## src/pkg/pvc_defs.svh

```systemverilog
// Offsets, field positions, reset values for the vendor control registers.
// Assumes a 5-bit management register address and 16-bit register data.
`ifndef PVC_DEFS_SVH
`define PVC_DEFS_SVH
`define PVC_OFS_PLL_CTRL 5'h10
`define PVC_OFS_AFE_CTRL 5'h11
`define PVC_OFS_SYMERR 5'h15
`define PVC_OFS_STRAP_OVR 5'h16
`define PVC_OFS_POWER_CTRL 5'h18
`define PVC_BIT_PLL_OFF 4
`define PVC_BIT_SLOW_OSC 5
`define PVC_BIT_WAKE_EN 15
`define PVC_BIT_BCAST_OVR 9
`define PVC_BIT_RSVD_RO 10
`define PVC_BIT_ENERGY_DETECT_EN 11
`define PVC_RST_PLL_CTRL 16'h0000
`define PVC_RST_AFE_CTRL 16'h0000
`define PVC_RST_SYMERR 16'h0000
`define PVC_RST_STRAP_OVR 16'h0000
`define PVC_MASK_STRAP_RW 16'hfbff
`endif

```

## src/pkg/pvc_pkg.sv

```systemverilog
// Types shared by the vendor control register bank.
// Assumes the register access port of the management interface.
package pvc_pkg;
  typedef struct packed {
    logic wr;
    logic rd;
    logic [4:0] addr;
    logic [15:0] wdata;
  } pvc_req_s;
  typedef struct packed {
    logic pll_off;
    logic analog_power_down;
    logic slow_osc_select;
    logic wake_event_output_enable;
    logic broadcast_address_disable;
  } pvc_ctrl_s;
  typedef enum logic [1:0] {
    PVC_STRAP_WAIT = 2'b00,
    PVC_STRAP_DONE = 2'b01
  } pvc_strap_e;
endpackage : pvc_pkg

```

## src/hdl/pvc_regs.sv

```systemverilog
// Vendor control registers: PLL save, slow oscillator, symbol errors, strap override.
// Assumes the management deserialiser delivers single-cycle register requests in core_clk.
`include "pvc_defs.svh"
module pvc_regs
  import pvc_pkg::*;
(
  input wire logic core_clk,
  input wire logic arst_n,
  input wire pvc_req_s req,
  output logic [15:0] rdata,
  input wire logic [15:0] power_ctrl,
  input wire logic symbol_error_frame,
  input wire logic wake_event_strap,
  input wire logic broadcast_strap,
  input wire logic [4:0] phy_addr,
  input wire logic [4:0] mgmt_phy_addr,
  output logic phy_selected,
  output pvc_ctrl_s ctrl
);
  logic [15:0] pll_r, pll_nxt;
  logic [15:0] afe_r, afe_nxt;
  logic [15:0] cnt_r, cnt_nxt;
  logic [15:0] ovr_r, ovr_nxt;
  logic [15:0] rdata_r, rdata_nxt;
  logic wsync1_r, wsync2_r, bsync1_r, bsync2_r;
  logic bcast_strap_r, bcast_strap_nxt;
  pvc_strap_e strap_r, strap_nxt;
  logic energy_detect_power_down;

  // Straps come from pins, so synchronise before sampling.
  // No reset on purpose: the chain keeps filling while arst_n is low,
  // so the capture on the first edge after release sees the pin level.
  always_ff @(posedge core_clk) begin
    wsync1_r <= wake_event_strap;
    wsync2_r <= wsync1_r;
    bsync1_r <= broadcast_strap;
    bsync2_r <= bsync1_r;
  end

  assign energy_detect_power_down = power_ctrl[`PVC_BIT_ENERGY_DETECT_EN];

  always_comb begin
    pll_nxt = pll_r;
    afe_nxt = afe_r;
    ovr_nxt = ovr_r;
    cnt_nxt = cnt_r;
    strap_nxt = strap_r;
    bcast_strap_nxt = bcast_strap_r;
    rdata_nxt = rdata_r;
    // Strap captured on the first edge after release; synchronisers filled during reset
    case (strap_r)
      PVC_STRAP_WAIT: begin
        strap_nxt = PVC_STRAP_DONE;
        ovr_nxt[`PVC_BIT_WAKE_EN] = wsync2_r;
        bcast_strap_nxt = bsync2_r;
      end
      default: begin
        strap_nxt = PVC_STRAP_DONE;
      end
    endcase
    if (symbol_error_frame && cnt_r != 16'hffff) begin
      cnt_nxt = cnt_r + 16'h0001;
    end
    if (req.rd) begin
      if (req.addr == `PVC_OFS_PLL_CTRL) begin
        rdata_nxt = pll_r;
      end else if (req.addr == `PVC_OFS_AFE_CTRL) begin
        rdata_nxt = afe_r;
      end else if (req.addr == `PVC_OFS_SYMERR) begin
        rdata_nxt = cnt_r;
        // Event in the read cycle is kept, not lost
        cnt_nxt = symbol_error_frame ? 16'h0001 : `PVC_RST_SYMERR;
      end else if (req.addr == `PVC_OFS_STRAP_OVR) begin
        rdata_nxt = ovr_r;
      end else begin
        rdata_nxt = 16'h0000;
      end
    end
    if (req.wr) begin
      if (req.addr == `PVC_OFS_PLL_CTRL) begin
        pll_nxt = req.wdata;
      end else if (req.addr == `PVC_OFS_AFE_CTRL) begin
        afe_nxt = req.wdata;
      end else if (req.addr == `PVC_OFS_STRAP_OVR) begin
        ovr_nxt = req.wdata & `PVC_MASK_STRAP_RW;
      end
    end
  end

  always_ff @(posedge core_clk or negedge arst_n) begin
    if (!arst_n) begin
      pll_r <= `PVC_RST_PLL_CTRL;
      afe_r <= `PVC_RST_AFE_CTRL;
      cnt_r <= `PVC_RST_SYMERR;
      ovr_r <= `PVC_RST_STRAP_OVR;
      rdata_r <= 16'h0000;
      bcast_strap_r <= 1'b0;
      strap_r <= PVC_STRAP_WAIT;
    end else begin
      pll_r <= pll_nxt;
      afe_r <= afe_nxt;
      cnt_r <= cnt_nxt;
      ovr_r <= ovr_nxt;
      rdata_r <= rdata_nxt;
      bcast_strap_r <= bcast_strap_nxt;
      strap_r <= strap_nxt;
    end
  end

  assign rdata = rdata_r;
  // One pattern keeps the whole control word on a single driver
  assign ctrl = '{
    pll_off: pll_r[`PVC_BIT_PLL_OFF] & energy_detect_power_down,
    analog_power_down: afe_r[`PVC_BIT_SLOW_OSC],
    slow_osc_select: afe_r[`PVC_BIT_SLOW_OSC],
    wake_event_output_enable: ovr_r[`PVC_BIT_WAKE_EN],
    // Override set: register bit wins; otherwise sampled strap
    broadcast_address_disable: ovr_r[`PVC_BIT_BCAST_OVR] | bcast_strap_r
  };
  // Address 0 answers as broadcast only when disable is off
  assign phy_selected = (mgmt_phy_addr == phy_addr) ||
                        (mgmt_phy_addr == 5'h00 && !ctrl.broadcast_address_disable);
endmodule : pvc_regs

```

## config.mk

```make
export PLATFORM = sky130hd
export DESIGN_NAME = pvc_regs
export DESIGN_NICKNAME = d
export VERILOG_FILES = /design/src/pkg/pvc_pkg.sv /design/src/hdl/pvc_regs.sv
export VERILOG_INCLUDE_DIRS = /design/src /design/src/pkg
export SDC_FILE = /design/constraint.sdc
export NUM_CORES = 1
export LEC_CHECK = 0
export BUFFER_PORTS_ARGS = -buffer_cell sky130_fd_sc_hd__clkbuf_2
export CAP_MARGIN = 20
export CORE_MARGIN = 4
export CORE_UTILIZATION = 49
export DETAILED_ROUTE_END_ITERATION = 16
export PLACE_DENSITY_LB_ADDON = 0.1
export SLEW_MARGIN = 10
export SYNTH_ARGS = -nofsm -noshare
export SYNTH_HDL_FRONTEND = slang
export SYNTH_SLANG_ARGS = --single-unit
export TNS_END_PERCENT = 20
```

## constraint.sdc

```tcl
create_clock -name core_clk -period 2.1 [get_ports core_clk]
set_input_delay 0.42 -clock core_clk [delete_from_list [all_inputs] [get_ports core_clk]]
set_output_delay 0.42 -clock core_clk [all_outputs]
set_load 0.005 [all_outputs]
```

# --- Word-level counts from Yosys, hierarchy flattened ---
# Cells that the tools add are included.
word_totals:
  in_bits: 54
  wordCells: 47
  register_bits: 85
  out_inout_bits: 22
op_classes:
  n_eq_ne: 6
  n_addsub: 1
  reduce_logical: 9
  bitwise: 4
  mux: 15
op_table:
  columns: ["cell", "count"]
  rows:
  - ["$mux W16", 13]
  - ["$eq A5 B5 Y1 const B", 4]
  - ["$add A16 B1 Y16 const B", 1]
  - ["$ne A16 B16 Y1 const B", 1]
  - ["$eq A5 B5 Y1", 1]
  - ["$logic_not A5 Y1", 1]
  - ["$reduce_and A4 Y1", 1]
  - ["$reduce_and A3 Y1", 1]
  - ["$logic_and A1 B1 Y1", 2]
  - ["$logic_not A2 Y1", 1]
  - ["$mux W1", 2]
  - ["$not A1 Y1", 2]
  - ["$reduce_and A2 Y1", 1]
  - ["$and A1 B1 Y1", 1]
  - ["$logic_not A1 Y1", 1]
  - ["$logic_or A1 B1 Y1", 1]
  - ["$or A1 B1 Y1", 1]

# --- Depth between registers and ports, before layout ---
# Gate-level depths: netlist (run 1).
depth:
  depth_word: 7
  depth_mapped: 6
  mapped_depth_nobuf: 5

# --- Least setup slack after synthesis (run 1) ---
# OpenSTA, ideal clock, no wires.
synth_path:
  path_type: "register -> register"
  from: "reg cnt_r[0]"
  to: "reg cnt_r[0]"
  n_path_buf: 0
  required_time_ns: 1.981
  period_less_slack_ns: 1.938
  setup_time_ns: 0.119
  path_stages_with_launch: 6
  arrival_ns: 1.819
  slack_ns: 0.162
  cell_sequence: "dfrtp_1 ha_1 nand3_1 nor4_4 mux2_2 o21ba_2"
synth_via:
  elab_chain_cells: 7
  word_cells_on_any_way: 8
  classes_between: "add/sub (1); eq/ne (1); mux (5); reduce/logical (1)"
synth_rtl:
  columns: ["element", "line_no", "rtl"]
  rows:
  - ["start, declared", "pvc_regs.sv:22", "logic [15:0] cnt_r, cnt_nxt;"]
  - ["start signal, assigned", "pvc_regs.sv:94", "cnt_r <= `PVC_RST_SYMERR;"]
  - ["start signal, assigned", "pvc_regs.sv:102", "cnt_r <= cnt_nxt;"]
  - ["parallel branches: the longest is 2 deep, another holds $add A16 B1 Y16", null, null]
  - ["$mux W16 (*)", "pvc_regs.sv:61", "if (symbol_error_frame && cnt_r != 16'hffff) begin"]
  - ["$mux W16", "pvc_regs.sv:69", "end else if (req.addr == `PVC_OFS_SYMERR) begin"]
  - ["$mux W16", "pvc_regs.sv:67", "end else if (req.addr == `PVC_OFS_AFE_CTRL) begin"]
  - ["$mux W16", "pvc_regs.sv:65", "if (req.addr == `PVC_OFS_PLL_CTRL) begin"]
  - ["$mux W16 (*)", "pvc_regs.sv:64", "if (req.rd) begin"]
  - ["net cnt_nxt[0]", "pvc_regs.sv:22", null]
# Mark *: on every way through the listed nets, which the timed path passes.
# A chain may end at the register's enable or synchronous reset.

# --- Worst setup path in the final report (run 1) ---
layout_path:
  from: "reg ovr_r[9]"
  to: "out phy_selected"
layout_via:
  elab_chain_cells: 4
layout_rtl:
  columns: ["element", "line_no", "rtl"]
  rows:
  - ["start, declared", "pvc_regs.sv:23", "logic [15:0] ovr_r, ovr_nxt;"]
  - ["start signal, assigned", "pvc_regs.sv:95", "ovr_r <= `PVC_RST_STRAP_OVR;"]
  - ["start signal, assigned", "pvc_regs.sv:103", "ovr_r <= ovr_nxt;"]
  - ["$or A1 B1 Y1", "pvc_regs.sv:118", "broadcast_address_disable: ovr_r[`PVC_BIT_BCAST_OVR] | bcast_strap_r"]
  - ["$logic_not A1 Y1", "pvc_regs.sv:122", "(mgmt_phy_addr == 5'h00 && !ctrl.broadcast_address_disable);"]
  - ["$logic_and A1 B1 Y1", "pvc_regs.sv:122", null]
  - ["$logic_or A1 B1 Y1", "pvc_regs.sv:121", "assign phy_selected = (mgmt_phy_addr == phy_addr) ||"]
  - ["end, declared", "pvc_regs.sv:17", "output logic phy_selected,"]
# Every way passes these cells.

==> impl_metrics.toml, run 1 <==
[synthesis]
netlist_area_um2 = 3980
synthTopCellsByCount = "81 x dfrtp_1, 49 x mux2_2, 27 x nand3_1"
avgSynthCellArea_um2 = 11.6
synth_cells = 342
synthDominantCellAreaShare = 0.509
ys_ff_latch = 85
synth_most_common_cell = "dfrtp_1"
synthArstFlopShare = 0.953
yosys_most_used_dff = "dfrtp_1"
synth_edf_count = 0
synth_top_area_cell = "dfrtp_1"
synthTopCellsByArea = "dfrtp_1 51%, mux2_2 14%, nand3_1 3.4%"
synth_fp_nets = 397
yosys.cell_types.count = 44
yosys_warnings = 0
ys_seq_area_frac = 0.529

[cts]
cts.sinks = 85
ctsRootBufferMaster = "clkbuf_8"
cts_resized = 0
path_clk_slew_ps = 100
cts_buffer_depth = 2
holdBufCountCts = 0
clk_latency_ps = 360
cts_setup_buffers = 0
cts_tree = "yes"
h-tree-depth = 3
cts_buffers = 9

[pwr]
powerDensity_nw_per_um2 = 821
p_leak_nw = 2.10
peakVddDrop_mv = 0.537

[placement]
hpwl_um = 6370
numPortBuffers = 60
dp_slack_ps = 203
dpl_cell_area_um2 = 4440
gp_congestion = 0.848
dp_cells = 498

[grt]
antenna_found_initial = 0
grt_max_degree = 82
grt_pass1_wl_um = 15800
gr-usage-all-layers = 0.204
grt_pass1_vias = 3147
overflow = 0

[cells_and_area]
fin_area_um2 = 4630
finish.net_count = 462
diodes = 0
drive_above_1_share = 0.367
post-route-util = 0.593
fin_cells = 514
syn_to_final_growth_pct = 16.3

[sta]
post-route-min-period_ps = 1940
tns_ps = 0
hold_viol_final = 0
fmax_ghz = 0.517
finalClockSkew_ps = 6.39
rsz0062_at_grt = "no"
finalCritPeriodShare = 0.922
finalWorstSetupSlack_ps = 164
drv_slew = 0
setup_viol = 0

[routing]
first_iter_violations = 197
drc = 0
ant_nets = 0
routed_wl_um = 9210
drt-wirelength-per-cell_um = 17.9
viasPerCell = 5.90
via_count = 3032
drtPass1Iterations = 5

[worst_hold_path]
holdCritPathClass = "input pin to async pin"

[die]
dieArea_um2 = 9630
coreArea_um2 = 7810
initial_utilization = 0.510
top_level_ports = 76
die_h_um = 98.1
die_x_um = 98.1
fp-row-count = 32

[critical_path]
end_kind = "output pin"
arrival_ps = 1520
crit_fanout = 3
crit_path_start_kind = "flop"
worst_ep_required_time_ps = 1680
critical_path_class = "flop to output pin"

[run_status]
status = "completed"

[flow_run]
cap_violations = 0
==> power breakdown <==
| part | total, W | leakage, nW | switching [W] | internal, W |
|---|---|---|---|---|
| clock network | 0.00112 | 0.0999 | 0.000661 | 0.000463 |
| registers | 0.00209 | 1.07 | 0.000197 | 0.00189 |
| logic | 0.000590 | 0.933 | 0.000264 | 0.000325 |
| total | 0.00380 | 2.10 | 0.00112 | 0.00268 |
==> placed cells by master (no fill, tap or decap), types with 9 or more instances in the layout <==
master	instances
o22ai_1	15
clkbuf_8	9
a31oi_1	16
a32oi_1	15
nand2_1	14
nand2b_1	15
nand3_1	27
a21oi_1	11
dfrtp_1	81
buf_4	19
mux2_2	49
clkbuf_2	59
==> metal layers <==
| layer | vias to the layer above | global-route usage | part of all wire |
|---|---|---|---|
| met1 | 1511 | 0.271 | 0.45 |
| li1 | 1432 | - | - |
| met4 | 0 | 0.0557 | 0.010 |
| met2 | 79 | 0.342 | 0.49 |
| met3 | 10 | 0.0393 | 0.053 |
| met5 | - | 0 | 0 |
==> layout make-up <==
type	count	area (um2)
clock buffer	9	124
clock inverter	7	65.1
fill	662	3180
inverter	1	3.75
multi-input combinational	231	1740
sequential	85	2110
tap	102	128
timing repair buffer	79	458
==> stage by stage <==
| stage | total power (W) | hold slack, ps |
|---|---|---|
| finish | 0.00380 | 61.9 |
| global route | 0.00401 | 97.1 |
| CTS | 0.00384 | 89.5 |
| detailed placement | 0.00271 | 320 |
| global placement | 0.00268 | 311 |
| floorplan | 0.00247 | 124 |
==> sequential cells by signal (all words and copies together), names as in the netlist <==
register and flops:
ovr_r 15, strap_r 1, pll_r 16, bsync1_r 1, afe_r 16, wsync1_r 1, cnt_r 16, bcast_strap_r 1
bsync2_r 1, rdata 16, wsync2_r 1
==> worst paths after layout <==
| path | start | to | slack (ps) | cells after the start |
|---|---|---|---|---|
| setup / recovery | ovr_r[9]$_DFFE_PN0P_ | phy_selected | 160 | 3 |
| hold / removal | arst_n | pll_r[2]$_DFFE_PN0P_ | 60 | 2 |
| setup reg to reg | cnt_r[1]$_DFF_PN0_ | cnt_r[0]$_DFF_PN0_ | 210 | 5 |
| hold reg to reg | bsync1_r$_DFF_P_ | bsync2_r$_DFF_P_ | 340 | 0 |
| max in group asynchronous | arst_n | rdata[8]$_DFFE_PN0P_ | 1700 | 2 |
| min in group core_clk | broadcast_strap | bsync1_r$_DFF_P_ | 150 | 1 |
==> critical path, stage by stage, from the launching register on <==
cell and delay (ps):
dfrtp_1 400, or2_2 320, o31ai_1 270, clkbuf_2 160
==> cell families (layout without fill, tap and decap cells) <==
logic type                 count (synthesis)  after routing  share of synthesized area
muxes                                     50             50                      0.141
DFF                                       85             85                      0.529
adders and majority gates                  1              1                    0.00314
other                                      1              1                   0.000942
and+or+nand+nor                           99             99                      0.154
buffers and inverters                     26             96                     0.0327
AOI/OAI and AO/OA                         73             73                      0.123
xor gates and xnor gates                   7              7                     0.0154
No activity file was read; power rests on OpenSTA's default activity.
==> run 2, diff against run 1 <==
- CORE_UTILIZATION: 49 -> 30
==> run 2 against run 1 <==
  * Core utilization shrank 21 points
  * Sequential power about the same
  * Fmax decreased by 1.7%
  * Wire length is 17% higher
  * Via count about the same
  * Largest power group unchanged
  * Setup slack lost 34 ps
  * Worst hold slack lost 26 ps
  * Die area rose by 58%
  * Critical path depth is 2 higher
  * Highest routed layer unchanged
  * Global-route usage down 5.0 points
  * Register-to-register slack got worse by 80 ps
  * Sequential share of layout area is 2.1 points lower
==> impl_metrics.toml, run 2 (synthesized netlist as in run 1, its figures left out) <==
[sta]
finalCritPeriodShare = 0.938
finalWorstSetupSlack_ps = 131
hold_viol_final = 0
tns_ps = 0
rsz0062_at_grt = "no"
post-route-min-period_ps = 1970
drv_slew = 0
finalClockSkew_ps = 6.11
fmax_ghz = 0.508
setup_viol = 0

[cts]
holdBufCountCts = 0
h-tree-depth = 3
cts_resized = 0
cts_setup_buffers = 0
clk_latency_ps = 340
cts_buffer_depth = 2
path_clk_slew_ps = 60
cts_buffers = 9
cts.sinks = 85
cts_tree = "yes"
ctsRootBufferMaster = "clkbuf_16"

[placement]
gp_congestion = 0.748
numPortBuffers = 60
hpwl_um = 7240
dp_slack_ps = 160

[cells_and_area]
drive_above_1_share = 0.367
syn_to_final_growth_pct = 21.9
layout_common_cells = "81 x dfrtp_1, 59 x clkbuf_2, 49 x mux2_2, 27 x nand3_1, 18 x buf_4"
diodes = 0
final_common_cell = "dfrtp_1"
finish.net_count = 462

[die]
initial_utilization = 0.310
fp-row-count = 41
dieArea_um2 = 15200
die_x_um = 123
die_h_um = 123
coreArea_um2 = 12800
top_level_ports = 76

[critical_path]
cp_slowest_cell = "dfrtp_1"
critical_path_class = "flop to flop"
rrSetupSlack_ps = 130
worst_ep_required_time_ps = 2330
crit_fanout = 5
end_kind = "flop"
crit_path_start_kind = "flop"
critPathMaxStageDelay_ps = 440
arrival_ps = 2200
rr_startpoint = "cnt_r[1]$_DFF_PN0_"
r2r-end = "cnt_r[0]$_DFF_PN0_"
worst_r2r_path_depth = 5
worstPathCellList = "ha_1 -> nand3_1 -> nor4_4 -> mux2_2 -> o21ba_2"

[pwr]
peakVddDrop_mv = 0.381
p_leak_nw = 2.15
powerDensity_nw_per_um2 = 897

[grt]
antenna_found_initial = 0
grt_pass1_vias = 3080
grt_pass1_wl_um = 17500
overflow = 0
grt_max_degree = 36
gr-usage-all-layers = 0.154

[worst_hold_path]
holdCritPathClass = "input pin to async pin"

[routing]
drt-wirelength-per-cell_um = 18.4
routed_wl_um = 10700
ant_nets = 0
first_iter_violations = 165
via_count = 3035
drc = 0
drtPass1Iterations = 6
viasPerCell = 5.20

[run_status]
status = "completed"

[flow_run]
cap_violations = 0
==> run 2: cell type report <==
cell class	count	area (um2)
clock buffer	11	253
clock inverter	5	58.8
fill	1285	7970
inverter	1	3.75
multi-input combinational	231	1740
sequential	85	2110
tap	172	215
timing repair buffer	79	470
==> run 2: per-layer routing <==
layer / global-route usage / vias to the layer above / wire [um]
met5: 0 / - / 0
met4: 0.0581 / 0 / 155
met3: 0.0279 / 11 / 321
met2: 0.235 / 52 / 4940
met1: 0.216 / 1538 / 5310
li1: - / 1434 / -
==> run 2: critical path, delay by kind of cell (launching register included) <==
| kind | cells | cell delay [ps] |
|---|---|---|
| AO/OA/AOI/OAI | 1 | 190 |
| AND/OR/NAND/NOR | 2 | 580 |
| multiplexers | 1 | 370 |
| adder cells (fa/ha/maj) | 1 | 290 |
| flip-flops | 1 | 440 |
==> run 2: how the worst max path moves through the flow <==
stage | startpoint | endpoint | slack, ps | cells after the start
after detailed placement | cnt_r[1]$_DFF_PN0_ | cnt_r[0]$_DFF_PN0_ | 160 | 5
after CTS | cnt_r[1]$_DFF_PN0_ | cnt_r[0]$_DFF_PN0_ | 120 | 5
final | cnt_r[1]$_DFF_PN0_ | cnt_r[0]$_DFF_PN0_ | 130 | 5
after global routing | cnt_r[1]$_DFF_PN0_ | cnt_r[0]$_DFF_PN0_ | 40 | 5
after global placement | cnt_r[1]$_DFF_PN0_ | cnt_r[0]$_DFF_PN0_ | 180 | 5
after floorplan | cnt_r[0]$_DFF_PN0_ | cnt_r[0]$_DFF_PN0_ | 160 | 5
==> run 2: per-stage QoR <==
| step | util | cells | power [W] | hold WS, ps | cell area (um2) |
|---|---|---|---|---|---|
| after CTS | 0.378 | 584 | 0.00442 | 54.2 | 4850 |
| final | 0.378 | 584 | 0.00435 | 35.7 | 4850 |
| after global routing | 0.378 | 584 | 0.00457 | 75.3 | 4850 |
| after global placement | 0.354 | 568 | 0.00273 | 312 | 4540 |
| after detailed placement | 0.354 | 568 | 0.00274 | 314 | 4540 |
| after floorplan | - | 342 | 0.00247 | 124 | 3980 |
==> run 2: power breakdown <==
| group | switching, W | internal, W | leakage, nW | total, W |
|---|---|---|---|---|
| sequential | 0.000185 | 0.00189 | 1.07 | 0.00208 |
| combinational | 0.000286 | 0.000338 | 0.936 | 0.000624 |
| clock | 0.000665 | 0.000986 | 0.148 | 0.00165 |
==> run 3, diff against run 2 <==
- ABC_AREA: not set -> 1
==> run 3 against run 2 <==
  * Register-to-register slack better by 230 ps
  * Sequential cell count unchanged
  * Area after synthesis increased by 3.0%
  * Core utilization shrank 0.32 points
  * Combinational power fell by 16%
  * Cell count is 29% higher
  * Non-clock buffer count shrank 5
  * Die area increased by 2.8%
  * Clock skew is essentially flat
  * Sequential share of layout area shrank 1.2 points
  * Via count rose by 12%
  * Synthesized cell count grew 49%
  * Largest cell class unchanged
==> impl_metrics.toml, run 3 <==
[cts]
path_clk_slew_ps = 60
cts_tree = "yes"
cts_buffers = 9
ctsRootBufferMaster = "clkbuf_16"
clk_latency_ps = 340
cts_buffer_depth = 2
cts.sinks = 85
h-tree-depth = 3
cts_resized = 0

[pwr]
power_frac_comb = 0.116
p_sw_frac = 0.250
powerDensity_nw_per_um2 = 903
p_switching_w = 0.00112
peakVddDrop_mv = 0.372
seqPwrFrac = 0.454
internal_power_w = 0.00338
p_leak_nw = 2.44
clock_power_share = 0.429

[sta]
post-route-min-period_ps = 1860
setup_viol = 0
tns_ps = 0
worst_slew_pin_slew_ps = 601
rsz0062_at_grt = "no"
finalClockSkew_ps = 6.38
holdWs_ps = 175
drv_slew = 0
maxSlewHeadroom = 0.598
fmax_ghz = 0.538
hold_viol_final = 0
finalCritPeriodShare = 0.885
finalWorstSetupSlack_ps = 241

[critical_path]
end_kind = "output pin"
critical_path_class = "flop to output pin"
arrival_ps = 1440
rr_startpoint = "cnt_r[1]$_DFF_PN0_"
crit_path_start_kind = "flop"
r2r-end = "cnt_r[13]$_DFF_PN0_"
worst_ep_required_time_ps = 1680
worst_r2r_path_depth = 7
rrSetupSlack_ps = 360
crit_fanout = 3

[synthesis]
synthTopCellsByArea = "dfrtp_1 49%, nand2_1 20%, o21ai_0 5.5%"
yosys.cell_types.count = 35
synth_top_area_cell = "dfrtp_1"
synthDominantCellAreaShare = 0.494
synth_compound_area_frac = 0.0967
synthArstFlopShare = 0.953
avgSynthCellArea_um2 = 8.07
synth_cells = 508
yosys_most_used_dff = "dfrtp_1"
yosys_warnings = 0
synth_most_common_cell = "nand2_1"
synth_fp_nets = 563
synthTopCellsByCount = "219 x nand2_1, 81 x dfrtp_1, 45 x o21ai_0"
synth_top_family_by_area = "simple AND/OR/NAND/NOR gates"
ys_seq_area_frac = 0.514
yosys-mux-area-fraction = 0.00519
synth_edf_count = 0
ys_ff_latch = 85
synth_fa_ha_area_frac = 0.00305
synth-simple-area-share = 0.292
netlist_area_um2 = 4100
synthXorXnorAreaFrac = 0.0278

[cells_and_area]
diodes = 0
fin_cells = 752
layout_common_cells = "219 x nand2_1, 81 x dfrtp_1, 59 x clkbuf_2, 45 x o21ai_0, 33 x inv_1"
syn_to_final_growth_pct = 21.6
finish.net_count = 626
final_common_cell = "nand2_1"
drive_above_1_share = 0.200
post-route-util = 0.375

[grt]
grt.met2_usage = 0.215
grt_max_degree = 42
grt_pass1_wl_um = 18200
met3_usage = 0.0279
grt_util_met1 = 0.210
overflow = 0
antenna_found_initial = 0
grt_pass1_vias = 3404
gr-usage-all-layers = 0.145
grt_busiest_layer = "met2"

[placement]
gp_congestion = 0.869
numPortBuffers = 60
dp_slack_ps = 358
hpwl_um = 7490
dp_cells = 735

[routing]
first_iter_violations = 199
ant_nets = 0
drtPass1Iterations = 4
routed_wl_um = 10600
via_count = 3401
drc = 0
drt-wirelength-per-cell_um = 14.1
viasPerCell = 4.52

[die]
top_level_ports = 76
coreArea_um2 = 13300
die_x_um = 125
initial_utilization = 0.308
die_h_um = 125
fp-row-count = 42
dieArea_um2 = 15600

[worst_hold_path]
min_path_cells = 1
holdCritPathClass = "input pin to flop"
hp-start = "wake_event_strap"
min_to = "wsync1_r$_DFF_P_"

[flow_run]
cap_violations = 0

[run_status]
status = "completed"
run 3: cell types whose count changed after synthesis, moves of 16 or more:
cell     delta
nand2_1   +205
mux2_2     -48
o21ai_0    +39
inv_1      +32
nand3_1    -21
nor2_1     +17
a31oi_1    -16
run 3: repair_timing:
item,4_1_cts,5_1_grt
endpoints found under the setup margin,0,0
hold buffers,1,0
buffers inserted,0,0
endpoints found under the hold margin,13,0
run 3: critical path, stage by stage, from the launching register on:
cell,delay [ps]
dfrtp_1,380
or2_2,310
nor3_1,140
o2bb2ai_1,140
clkbuf_2,130
run 3: routing by layer:
layer	vias to the layer above	part of all wire	wire length (um)
li1	1733	-	-
met1	1614	0.52	5470
met2	47	0.45	4720
met3	7	0.028	294
met4	0	0.011	112
met5	-	0	0
run 3: kinds of logic after synthesis:
family	Yosys count
AND/OR/NAND/NOR	282
flip-flops	85
AO/OA/AOI/OAI	68
buffers and inverters	56
XOR/XNOR	13
multiplexers	2
adder cells (fa/ha/maj)	1
other	1
run 3: worst max path at each step:
stage,endpoint,slack [ps],from
2_1_floorplan,cnt_r[10]$_DFF_PN0_,530,cnt_r[0]$_DFF_PN0_
3_3_place_gp,cnt_r[0]$_DFF_PN0_,360,cnt_r[1]$_DFF_PN0_
4_1_cts,phy_selected,210,ovr_r[9]$_DFFE_PN0P_
3_5_place_dp,cnt_r[0]$_DFF_PN0_,360,cnt_r[1]$_DFF_PN0_
6_report,phy_selected,240,ovr_r[9]$_DFFE_PN0P_
5_1_grt,phy_selected,160,ovr_r[9]$_DFFE_PN0P_
run 3: power by group through the flow:
stage | registers [W] | logic, W | clock network (W)
3_5_place_dp | 0.00208 | 0.000531 | 0
4_1_cts | 0.00205 | 0.000536 | 0.00199
2_1_floorplan | 0.00203 | 0.000353 | 0
3_3_place_gp | 0.00207 | 0.000521 | 0
5_1_grt | 0.00208 | 0.000621 | 0.00205
6_report | 0.00205 | 0.000524 | 0.00193
run 3: cell type report:
cell class	instances	area [um2]
Fill cell	1395	8310
Sequential cell	85	2110
Multi-Input combinational cell	367	1750
Timing Repair Buffer	74	423
Clock buffer	9	225
Tap cell	176	220
Clock inverter	7	138
Inverter	34	128
run 3: stage by stage:
step                      area, um2  total power [W]
after floorplan                4100          0.00238
after global placement         4610          0.00259
after detailed placement       4610          0.00261
after CTS                      4990          0.00458
after global routing           4990          0.00475
final                          4990          0.00450
